File: src/irq_flag_pkg.sv
// Shared constants and types for the interrupt flag and mask unit.
package irq_flag_pkg;
  localparam int GROUPS = 11;
  localparam int PERIPH_GROUPS = 9;
  localparam int DW = 4;
  localparam int AW = 16;
  localparam int G_KEY0 = 6;
  localparam int G_KEY1 = 7;
  localparam int G_FAST_CLK = 9;
  localparam int G_SLOW_CLK = 10;
  localparam logic [3:0] FLAG_RST = 4'h0;
  localparam logic [3:0] MASK_RST = 4'h0;
  localparam logic [15:0] MASK_CONV_OFS = 16'hffe1;
  localparam logic [15:0] MASK_TMR0_OFS = 16'hffe2;
  localparam logic [15:0] MASK_TMR1_OFS = 16'hffe3;
  localparam logic [15:0] MASK_TMR2_OFS = 16'hffe4;
  localparam logic [15:0] MASK_TMR3_OFS = 16'hffe5;
  localparam logic [15:0] MASK_SER_OFS = 16'hffea;
  localparam logic [15:0] MASK_KEY0_OFS = 16'hffeb;
  localparam logic [15:0] MASK_KEY1_OFS = 16'hffec;
  localparam logic [15:0] MASK_SW_OFS = 16'hffed;
  localparam logic [15:0] MASK_FAST_OFS = 16'hffee;
  localparam logic [15:0] MASK_SLOW_OFS = 16'hffef;
  localparam logic [15:0] FLAG_CONV_OFS = 16'hfff1;
  localparam logic [15:0] FLAG_TMR0_OFS = 16'hfff2;
  localparam logic [15:0] FLAG_TMR1_OFS = 16'hfff3;
  localparam logic [15:0] FLAG_TMR2_OFS = 16'hfff4;
  localparam logic [15:0] FLAG_TMR3_OFS = 16'hfff5;
  localparam logic [15:0] FLAG_SER_OFS = 16'hfffa;
  localparam logic [15:0] FLAG_KEY0_OFS = 16'hfffb;
  localparam logic [15:0] FLAG_KEY1_OFS = 16'hfffc;
  localparam logic [15:0] FLAG_SW_OFS = 16'hfffd;
  localparam logic [15:0] FLAG_FAST_OFS = 16'hfffe;
  localparam logic [15:0] FLAG_SLOW_OFS = 16'hffff;
  localparam logic [15:0] MASK_OFS [GROUPS] = '{MASK_CONV_OFS,
    MASK_TMR0_OFS, MASK_TMR1_OFS, MASK_TMR2_OFS, MASK_TMR3_OFS,
    MASK_SER_OFS, MASK_KEY0_OFS, MASK_KEY1_OFS, MASK_SW_OFS,
    MASK_FAST_OFS, MASK_SLOW_OFS};
  localparam logic [15:0] FLAG_OFS [GROUPS] = '{FLAG_CONV_OFS,
    FLAG_TMR0_OFS, FLAG_TMR1_OFS, FLAG_TMR2_OFS, FLAG_TMR3_OFS,
    FLAG_SER_OFS, FLAG_KEY0_OFS, FLAG_KEY1_OFS, FLAG_SW_OFS,
    FLAG_FAST_OFS, FLAG_SLOW_OFS};
  localparam logic [3:0] IMPL_BITS [GROUPS] = '{4'h7, 4'h3, 4'h3,
    4'h3, 4'h3, 4'h1, 4'hf, 4'hf, 4'hf, 4'hf, 4'hf};
  localparam logic [31:0] HOST_CMD_OFS = 32'h0000_0000;
  localparam logic [31:0] HOST_STAT_OFS = 32'h0000_0004;
  localparam logic [31:0] HOST_CTRL_OFS = 32'h0000_0008;
  localparam int CMD_DATA_LSB = 16;
  localparam int CMD_WRITE_BIT = 24;
  localparam int STAT_BUSY_BIT = 0;
  localparam int STAT_RDATA_LSB = 4;
  localparam int STAT_IRQ_BIT = 8;
  localparam int STAT_NMI_BIT = 9;
  localparam int CTRL_IFLAG_BIT = 0;
  localparam int CTRL_PULSE_LSB = 1;
  localparam int CTRL_PULSES = 6;
  typedef enum logic [1:0] {SP_NONE, SP_FIRST, SP_SECOND, SP_BOTH} sp_state_t;
  typedef enum logic {H_IDLE, H_WAIT} host_state_t;
endpackage

File: src/irq_link_if.sv
// Link between the interrupt unit and the CPU-side controller.
`timescale 1ns/10ps
interface irq_link_if;
  logic sel;
  logic we;
  logic [15:0] addr;
  logic [3:0] wdata;
  logic [3:0] rdata;
  logic ack;
  logic iflag;
  logic int_return;
  logic ptr1_wr;
  logic ptr2_wr;
  logic int_ack;
  logic nmi_ack;
  logic sleep;
  logic irq_req;
  logic nmi_req;
  modport device (
    input sel, we, addr, wdata, iflag, int_return, ptr1_wr, ptr2_wr,
    input int_ack, nmi_ack, sleep,
    output rdata, ack, irq_req, nmi_req
  );
  modport host (
    output sel, we, addr, wdata, iflag, int_return, ptr1_wr, ptr2_wr,
    output int_ack, nmi_ack, sleep,
    input rdata, ack, irq_req, nmi_req
  );
endinterface

File: src/irq_flag_group.sv
// One four-bit group of source flags with its mask word.
`timescale 1ns/10ps
module irq_flag_group
  import irq_flag_pkg::*;
#(
  parameter logic [3:0] IMPL = 4'hf
) (
  input wire logic hclk, // system clock
  input wire logic hresetn, // asynchronous reset, active low
  input wire logic ce, // clock enable
  input wire logic [3:0] event_in, // event pulses per bit
  input wire logic flag_wr, // write strobe to the flag word
  input wire logic mask_wr, // write strobe to the mask word
  input wire logic [3:0] wdata, // write data
  output logic [3:0] flag_q, // source flags
  output logic [3:0] mask_q, // mask bits
  output logic [3:0] pend // flags that pass their mask
);
  logic [3:0] clr;

  assign clr = flag_wr ? wdata : 4'h0;
  assign pend = flag_q & mask_q;

  // Set outranks a clear in the same cycle, so no event is lost.
  always_ff @(posedge hclk or negedge hresetn) begin
    if (!hresetn) begin
      flag_q <= FLAG_RST;
    end else if (ce) begin
      flag_q <= ((flag_q & ~clr) | event_in) & IMPL;
    end
  end

  always_ff @(posedge hclk or negedge hresetn) begin
    if (!hresetn) begin
      mask_q <= MASK_RST;
    end else if (ce && mask_wr) begin
      mask_q <= wdata & IMPL;
    end
  end
endmodule

File: src/irq_flag_unit.sv
// Interrupt flag and mask unit, the device end of the link.
//
// Behaviour
// - Mask bits are read and write storage
// - Set flag with set mask raises request
// - Reset clears all mask bits
// - Events set flags whatever the mask
// - Flag reads show event since last clear
// - Writing one clears a flag, zero ignored
// - Reset clears all source flags
// - Taken request repeats after enable or return
// - Handler clears its flag before re-enabling
// - All requests blocked until both stack pointers
// - One pointer written blocks until the other
// - Handlers lie near the vector range
// - Converter events map to bits 2..0
// - Timer underflow bit 1, match bit 0
// - Serial completion sets serial bit 0
// - Key lines set key port words
// - Stopwatch events set stopwatch word bits
// - Fast clock taps fall to set flags
// - Slow clock taps fall to set flags
// - Sleep stops both oscillators
// - Software selects slow clock before sleep
`timescale 1ns/10ps
module irq_flag_unit
  import irq_flag_pkg::*;
(
  input wire logic hclk, // system clock
  input wire logic hresetn, // asynchronous reset, active low
  input wire logic ce, // clock enable, freezes state when low
  irq_link_if.device link, // CPU side
  input wire logic [PERIPH_GROUPS-1:0][3:0] periph_event, // event pulses
  input wire logic [7:0] clk_tap, // clock timer taps, 128 Hz at bit 0
  input wire logic nmi_src, // non-maskable event pulse
  output logic osc_low_stop, // low-speed oscillator stopped
  output logic osc_high_stop // high-speed oscillator stopped
);

  // ************************************************************
  // Declarations
  // ************************************************************

  logic [GROUPS-1:0][3:0] ev;
  logic [GROUPS-1:0][3:0] flag_w;
  logic [GROUPS-1:0][3:0] mask_w;
  logic [GROUPS-1:0][3:0] pend_w;
  logic [GROUPS-1:0] flag_hit;
  logic [GROUPS-1:0] mask_hit;
  logic [7:0] tap_q;
  logic [7:0] tap_fall;
  logic wr_stb;
  logic rd_stb;
  logic any_pend;
  logic key_pend;
  logic sp_ok;
  sp_state_t sp_q;
  sp_state_t sp_d;
  logic held_q;
  logic iflag_q;
  logic iflag_rise;
  logic nmi_pend_q;
  logic sleep_q;
  logic [3:0] rdata_d;
  logic [3:0] rdata_q;
  logic ack_q;

  assign wr_stb = link.sel && link.we;
  assign rd_stb = link.sel && !link.we;

  // ************************************************************
  // Event routing
  // ************************************************************

  // Taps come from the clock timer on this same clock, so they are
  // compared with last cycle's value without synchronisers.
  assign tap_fall = tap_q & ~clk_tap;

  always_ff @(posedge hclk or negedge hresetn) begin
    if (!hresetn) begin
      tap_q <= 8'h00;
    end else if (ce) begin
      tap_q <= clk_tap;
    end
  end

  always_comb begin
    for (int g = 0; g < PERIPH_GROUPS; g++) begin
      ev[g] = periph_event[g];
    end
    ev[G_FAST_CLK] = tap_fall[3:0];
    ev[G_SLOW_CLK] = tap_fall[7:4];
  end

  // ************************************************************
  // Flag and mask words
  // ************************************************************

  genvar gi;
  generate
    for (gi = 0; gi < GROUPS; gi++) begin : grp
      assign flag_hit[gi] = link.addr == FLAG_OFS[gi];
      assign mask_hit[gi] = link.addr == MASK_OFS[gi];
      irq_flag_group #(
        .IMPL(IMPL_BITS[gi])
      ) u_group (
        .hclk(hclk),
        .hresetn(hresetn),
        .ce(ce),
        .event_in(ev[gi]),
        .flag_wr(wr_stb && flag_hit[gi]),
        .mask_wr(wr_stb && mask_hit[gi]),
        .wdata(link.wdata),
        .flag_q(flag_w[gi]),
        .mask_q(mask_w[gi]),
        .pend(pend_w[gi])
      );
    end
  endgenerate

  assign any_pend = |pend_w;
  assign key_pend = |pend_w[G_KEY0] || |pend_w[G_KEY1];

  // ************************************************************
  // Stack pointer pairing
  // ************************************************************

  // A single pointer write reopens the pair, so a half-set stack
  // never lets a request through.
  always_comb begin
    sp_d = sp_q;
    if (link.ptr1_wr && link.ptr2_wr) begin
      sp_d = SP_BOTH;
    end else if (link.ptr1_wr) begin
      case (sp_q)
        SP_SECOND: sp_d = SP_BOTH;
        default: sp_d = SP_FIRST;
      endcase
    end else if (link.ptr2_wr) begin
      case (sp_q)
        SP_FIRST: sp_d = SP_BOTH;
        default: sp_d = SP_SECOND;
      endcase
    end
  end

  always_ff @(posedge hclk or negedge hresetn) begin
    if (!hresetn) begin
      sp_q <= SP_NONE;
    end else if (ce) begin
      sp_q <= sp_d;
    end
  end

  assign sp_ok = sp_q == SP_BOTH;

  // ************************************************************
  // Request hold-off after a taken interrupt
  // ************************************************************

  assign iflag_rise = link.iflag && !iflag_q;

  always_ff @(posedge hclk or negedge hresetn) begin
    if (!hresetn) begin
      iflag_q <= 1'b0;
    end else if (ce) begin
      iflag_q <= link.iflag;
    end
  end

  // The CPU clears its own enable on entry; the request comes back
  // when that enable rises again or the handler returns.
  always_ff @(posedge hclk or negedge hresetn) begin
    if (!hresetn) begin
      held_q <= 1'b0;
    end else if (ce) begin
      if (link.int_ack) begin
        held_q <= 1'b1;
      end else if (iflag_rise || link.int_return) begin
        held_q <= 1'b0;
      end
    end
  end

  assign link.irq_req = any_pend && sp_ok && !held_q;

  // ************************************************************
  // Non-maskable request
  // ************************************************************

  always_ff @(posedge hclk or negedge hresetn) begin
    if (!hresetn) begin
      nmi_pend_q <= 1'b0;
    end else if (ce) begin
      nmi_pend_q <= nmi_src || (nmi_pend_q && !link.nmi_ack);
    end
  end

  assign link.nmi_req = nmi_pend_q && sp_ok;

  // ************************************************************
  // Sleep
  // ************************************************************

  // Only an enabled key flag can wake the part, since every other
  // source is clocked by the stopped oscillators.
  always_ff @(posedge hclk or negedge hresetn) begin
    if (!hresetn) begin
      sleep_q <= 1'b0;
    end else if (ce) begin
      if (link.sleep) begin
        sleep_q <= 1'b1;
      end else if (key_pend) begin
        sleep_q <= 1'b0;
      end
    end
  end

  assign osc_low_stop = sleep_q;
  assign osc_high_stop = sleep_q;

  // ************************************************************
  // Register reads
  // ************************************************************

  always_comb begin
    rdata_d = 4'h0;
    for (int g = 0; g < GROUPS; g++) begin
      if (flag_hit[g]) begin
        rdata_d = flag_w[g];
      end
      if (mask_hit[g]) begin
        rdata_d = mask_w[g];
      end
    end
  end

  always_ff @(posedge hclk or negedge hresetn) begin
    if (!hresetn) begin
      rdata_q <= 4'h0;
    end else if (ce && rd_stb) begin
      rdata_q <= rdata_d;
    end
  end

  always_ff @(posedge hclk or negedge hresetn) begin
    if (!hresetn) begin
      ack_q <= 1'b0;
    end else if (ce) begin
      ack_q <= link.sel;
    end
  end

  assign link.rdata = rdata_q;
  assign link.ack = ack_q;

endmodule

File: src/flat_wrapper.sv
// flat-port wrapper written by rule: the top's interface ports become plain ports
module irq_flag_unit_flat import irq_flag_pkg::*;
  (hclk, hresetn, ce, periph_event, clk_tap, nmi_src, osc_low_stop, osc_high_stop, link_sel, link_we, link_addr, link_wdata, link_iflag, link_int_return, link_ptr1_wr, link_ptr2_wr, link_int_ack, link_nmi_ack, link_sleep, link_rdata, link_ack, link_irq_req, link_nmi_req);
  irq_link_if link_i ();
  input wire logic hclk;
  input wire logic hresetn;
  input wire logic ce;
  input wire logic [PERIPH_GROUPS-1:0][3:0] periph_event;
  input wire logic [7:0] clk_tap;
  input wire logic nmi_src;
  output logic osc_low_stop;
  output logic osc_high_stop;
  input wire logic [$bits(link_i.sel)-1:0] link_sel;
  input wire logic [$bits(link_i.we)-1:0] link_we;
  input wire logic [$bits(link_i.addr)-1:0] link_addr;
  input wire logic [$bits(link_i.wdata)-1:0] link_wdata;
  input wire logic [$bits(link_i.iflag)-1:0] link_iflag;
  input wire logic [$bits(link_i.int_return)-1:0] link_int_return;
  input wire logic [$bits(link_i.ptr1_wr)-1:0] link_ptr1_wr;
  input wire logic [$bits(link_i.ptr2_wr)-1:0] link_ptr2_wr;
  input wire logic [$bits(link_i.int_ack)-1:0] link_int_ack;
  input wire logic [$bits(link_i.nmi_ack)-1:0] link_nmi_ack;
  input wire logic [$bits(link_i.sleep)-1:0] link_sleep;
  output wire logic [$bits(link_i.rdata)-1:0] link_rdata;
  output wire logic [$bits(link_i.ack)-1:0] link_ack;
  output wire logic [$bits(link_i.irq_req)-1:0] link_irq_req;
  output wire logic [$bits(link_i.nmi_req)-1:0] link_nmi_req;
  assign link_i.sel = link_sel;
  assign link_i.we = link_we;
  assign link_i.addr = link_addr;
  assign link_i.wdata = link_wdata;
  assign link_i.iflag = link_iflag;
  assign link_i.int_return = link_int_return;
  assign link_i.ptr1_wr = link_ptr1_wr;
  assign link_i.ptr2_wr = link_ptr2_wr;
  assign link_i.int_ack = link_int_ack;
  assign link_i.nmi_ack = link_nmi_ack;
  assign link_i.sleep = link_sleep;
  assign link_rdata = link_i.rdata;
  assign link_ack = link_i.ack;
  assign link_irq_req = link_i.irq_req;
  assign link_nmi_req = link_i.nmi_req;
  irq_flag_unit u_core (.hclk(hclk), .hresetn(hresetn), .ce(ce), .link(link_i), .periph_event(periph_event), .clk_tap(clk_tap), .nmi_src(nmi_src), .osc_low_stop(osc_low_stop), .osc_high_stop(osc_high_stop));
endmodule
File: config.mk
export PLATFORM = sky130hd
export DESIGN_NAME = irq_flag_unit_flat
export DESIGN_NICKNAME = d
export VERILOG_FILES = /design/src/irq_flag_pkg.sv /design/src/irq_link_if.sv /design/src/irq_flag_group.sv /design/src/irq_flag_unit.sv /design/src/flat_wrapper.sv
export SDC_FILE = /design/constraint.sdc
export NUM_CORES = 1
export LEC_CHECK = 0
export BUFFER_PORTS_ARGS = -buffer_cell sky130_fd_sc_hd__buf_2
export CORE_AREA = 2 2 91 93
export CTS_BUF_LIST = sky130_fd_sc_hd__clkbuf_4 sky130_fd_sc_hd__clkbuf_8
export CTS_CLUSTER_DIAMETER = 30
export DETAILED_ROUTE_END_ITERATION = 16
export DIE_AREA = 0 0 93 95
export HOLD_SLACK_MARGIN = 0.06
export PLACE_DENSITY = 0.8
export SYNTH_ARGS = -nofsm -noshare
export SYNTH_HDL_FRONTEND = slang
export SYNTH_SLANG_ARGS = --single-unit
File: constraint.sdc
create_clock -name hclk -period 2.4 [get_ports hclk]
set_clock_uncertainty 0.1 [all_clocks]
set_input_delay 0.48 -clock hclk [delete_from_list [all_inputs] [get_ports hclk]]
set_output_delay 0.48 -clock hclk [all_outputs]
set_load 0.05 [all_outputs]
==> run metrics <==
number of vias in the routed layout=4484; critical path peak fanout=3; first-pass GRT wire length=23700 um; clock latency on the worst-skew pair=370 ps; Worst-path clk slew=90 ps; IO Port Bufs=73; Final Routed Wirelength=15000 um; pwr dens=513 mW/mm^2; RSZ-0062 raised after global routing=true; Fin Hold WS=187 ps; post-synthesis sequential area ratio=44.7%; RR Startpoint=u_core.grp[1].u_group.flag_q[1]; max incr delay on CP=440 ps; 1st-iter DRT viols=475; crit path setup slack, layout=-162 ps; Die Ht=95 um; crit path capture type=output pin; fin cells=680; synthesized area=0.00465 sq mm; min-delay src=clk_tap[7]; clock sinks=83; Sw Ratio=27.9%; commonest non-fill, non-tap cell in the layout=dfrtp_1; worst reg2reg setup slack=650 ps; maxcap violations=0; Int Pwr=2090 uW; crit share post-route=107%; Warnings, synthesis=0; reg2reg path depth=6; Max IR drop VDD=0.445 mV; Avg WL per Cell=22.0 um; CTS root buffer=clkbuf_8; Seq cells post-synth=83; min-delay worst type=in2reg; Post-Synthesis Cells=463; Crit Path Class=reg2out; largest net degree at the start of global routing=49; fraction of layout cells with a size suffix above 1=33.7%; Die W=93 um; Synth Flop Type=dfrtp_1; most frequent cells in the layout=dfrtp_1, buf_2, nand2_1; DRC Markers=0; Die ar.=0.00884 sq mm; H-tree depth=3; asr flop ratio synth=100%; crit start category=register; Total Power=2900 uW; Core ar.=0.00793 sq mm; Worst-Margin Slew=511 ps; # diodes=0; hold depth=2; CTS Buf Count=9; average size of a mapped cell=10.0 sq um; Post-synth EDFFs=0; CP arrival=1980 ps; Final Cell Area=0.00565 sq mm; fillers=653; Placed Instances=662; total I/O pin count=86; maximum clock frequency=390 MHz; clock power share=36.9%; HPWL Detailed=11200 um; Critical Path RT=1820 ps; Antenna Nets Post-Route=0; initial antenna violation count=0; Max clock buf depth=2; Starting Density=58.6%; fin util=71.3%; Comb pwr share=13.1%; setup violators final=1; Final Wtd Congestion=1.02; CP Cell Sequence=a22o_1, a221oi_2, nand3_1, nor4_4, nor3_1, buf_4; outcome=finished with violations; hold path endpoint=u_core.grp[10].u_group.flag_q[3]; fin nets=647; Congestion Overflow GR=0; sequential share of power=50.0%; Final Hold Violating Endpoints=0; synth unique cells=62; failing checks=negative setup slack; DRT Pass-1 Iters=7; Net Count, Synth=540; Period minus WS final=2560 ps; Total GRT Usage=35.6%; vias in the first global route=4315; CTS tree=yes; slowest library cell on the worst path=dfrtp_1; Static Leak=0.00249 uW; DR vias/cell=6.59; Area Overhead vs Synth=21.6%; Final Max Slew Viols=0; dpl cell area=0.00539 sq mm; Slew Limit Headroom=65.9%; Reg-to-Reg End=u_core.link.rdata[1]; Psw=809 uW; Rows=33
==> routing by layer <==
layer  part of all wire [%]  vias up  track usage [%]
li1                       -     1979                -
met2                     45      253             55.9
met1                     42     2198             49.9
met5                      0        -                0
met3                    8.6       54             5.83
met4                    3.7        0             13.4
==> area by class of cell <==
| class | count | area, sq um | area share, % |
|---|---|---|---|
| Timing Repair Buffer | 126 | 783 | 13.9 |
| Multi-Input combinational cell | 338 | 2400 | 42.6 |
| Tap cell | 105 | 131 | 2.33 |
| Clock inverter | 6 | 71.3 | 1.26 |
| Inverter | 12 | 45.0 | 0.797 |
| Clock buffer | 10 | 138 | 2.44 |
| Sequential cell | 83 | 2080 | 36.8 |
==> how the worst max path moves through the flow <==
stage,endpoint,slack (ps),cells past startpoint,from
6_report,link_irq_req,-160,6,u_core.grp[2].u_group.mask_q[1]
3_3_place_gp,u_core.link.rdata[1],40,7,link_addr[1]
5_1_grt,link_irq_req,-190,6,u_core.grp[2].u_group.mask_q[1]
2_1_floorplan,link_irq_req,110,5,u_core.grp[10].u_group.mask_q[3]
4_1_cts,link_irq_req,-110,6,u_core.grp[2].u_group.mask_q[1]
3_5_place_dp,u_core.link.rdata[1],-2,7,link_addr[1]
==> stage by stage <==
| step | TNS, ps | setup slack (ps) |
|---|---|---|
| after detailed placement | -2.31 | -2.31 |
| after global placement | 0 | 41.5 |
| final | -162 | -162 |
| after CTS | -115 | -115 |
| after floorplan | 0 | 110 |
| after global routing | -192 | -192 |
==> worst max-delay path: cells and delay by family (launching register included) <==
kind                   cells  cell delay (ps)
and+or+nand+nor            3              540
buffers and inverters      1              190
DFF                        1              440
AOI/OAI and AO/OA          2              440
==> power groups by stage <==
stage	Clock (uW)	Sequential [uW]	Combinational [uW]
final	1070	1450	379
after global placement	0	1470	362
after global routing	1140	1450	410
after CTS	1080	1450	377
after detailed placement	0	1480	372
after floorplan	0	1490	175
==> state kept, by name, indices dropped and copies added, names as in the netlist <==
register,cells
u_core.grp.u_group.flag_q,32
u_core.grp.u_group.mask_q,32
u_core.held_q,1
u_core.iflag_q,1
u_core.link.ack,1
u_core.link.rdata,4
u_core.nmi_pend_q,1
u_core.osc_high_stop,1
u_core.sp_q,2
u_core.tap_q,8
==> what timing repair did <==
item,CTS,global route
buffers inserted,1,0
endpoints found under the setup margin,1,1
pin swaps,4,1
gates resized for setup,4,1
hold endpoints to repair,35,0
hold buffers,1,0
==> synthesized netlist by cell type (4+ instances only) <==
cell | n | area [sq um]
dfrtp_1 | 83 | 2080
nand2_1 | 64 | 240
mux2_2 | 39 | 439
a22o_1 | 30 | 263
nand3_1 | 24 | 120
nor2_1 | 21 | 78.8
a22oi_1 | 15 | 113
clkbuf_1 | 12 | 45.0
inv_1 | 12 | 45.0
nor3_1 | 11 | 55.1
a21oi_1 | 10 | 50.1
nand4_1 | 10 | 62.6
buf_2 | 9 | 45.0
o21ai_0 | 9 | 45.0
nor2b_1 | 8 | 50.1
a32o_1 | 7 | 70.1
and3_1 | 7 | 43.8
a211oi_1 | 5 | 37.5
a221oi_1 | 5 | 43.8
buf_1 | 5 | 18.8
nor4_1 | 5 | 31.3
mux2i_1 | 4 | 40.0
==> cell families (layout without fill, tap and decap cells) <==
kind of cell    after synthesis  count (layout)  share of synthesized area, %
simple gates                179             179                          21.0
flops                        83              83                          44.7
compound gates              113             113                          19.2
mux                          45              45                          10.8
buf+inv                      42             154                          4.12
xor+xnor                      1               1                         0.189
(Power assumes the default switching activity.)
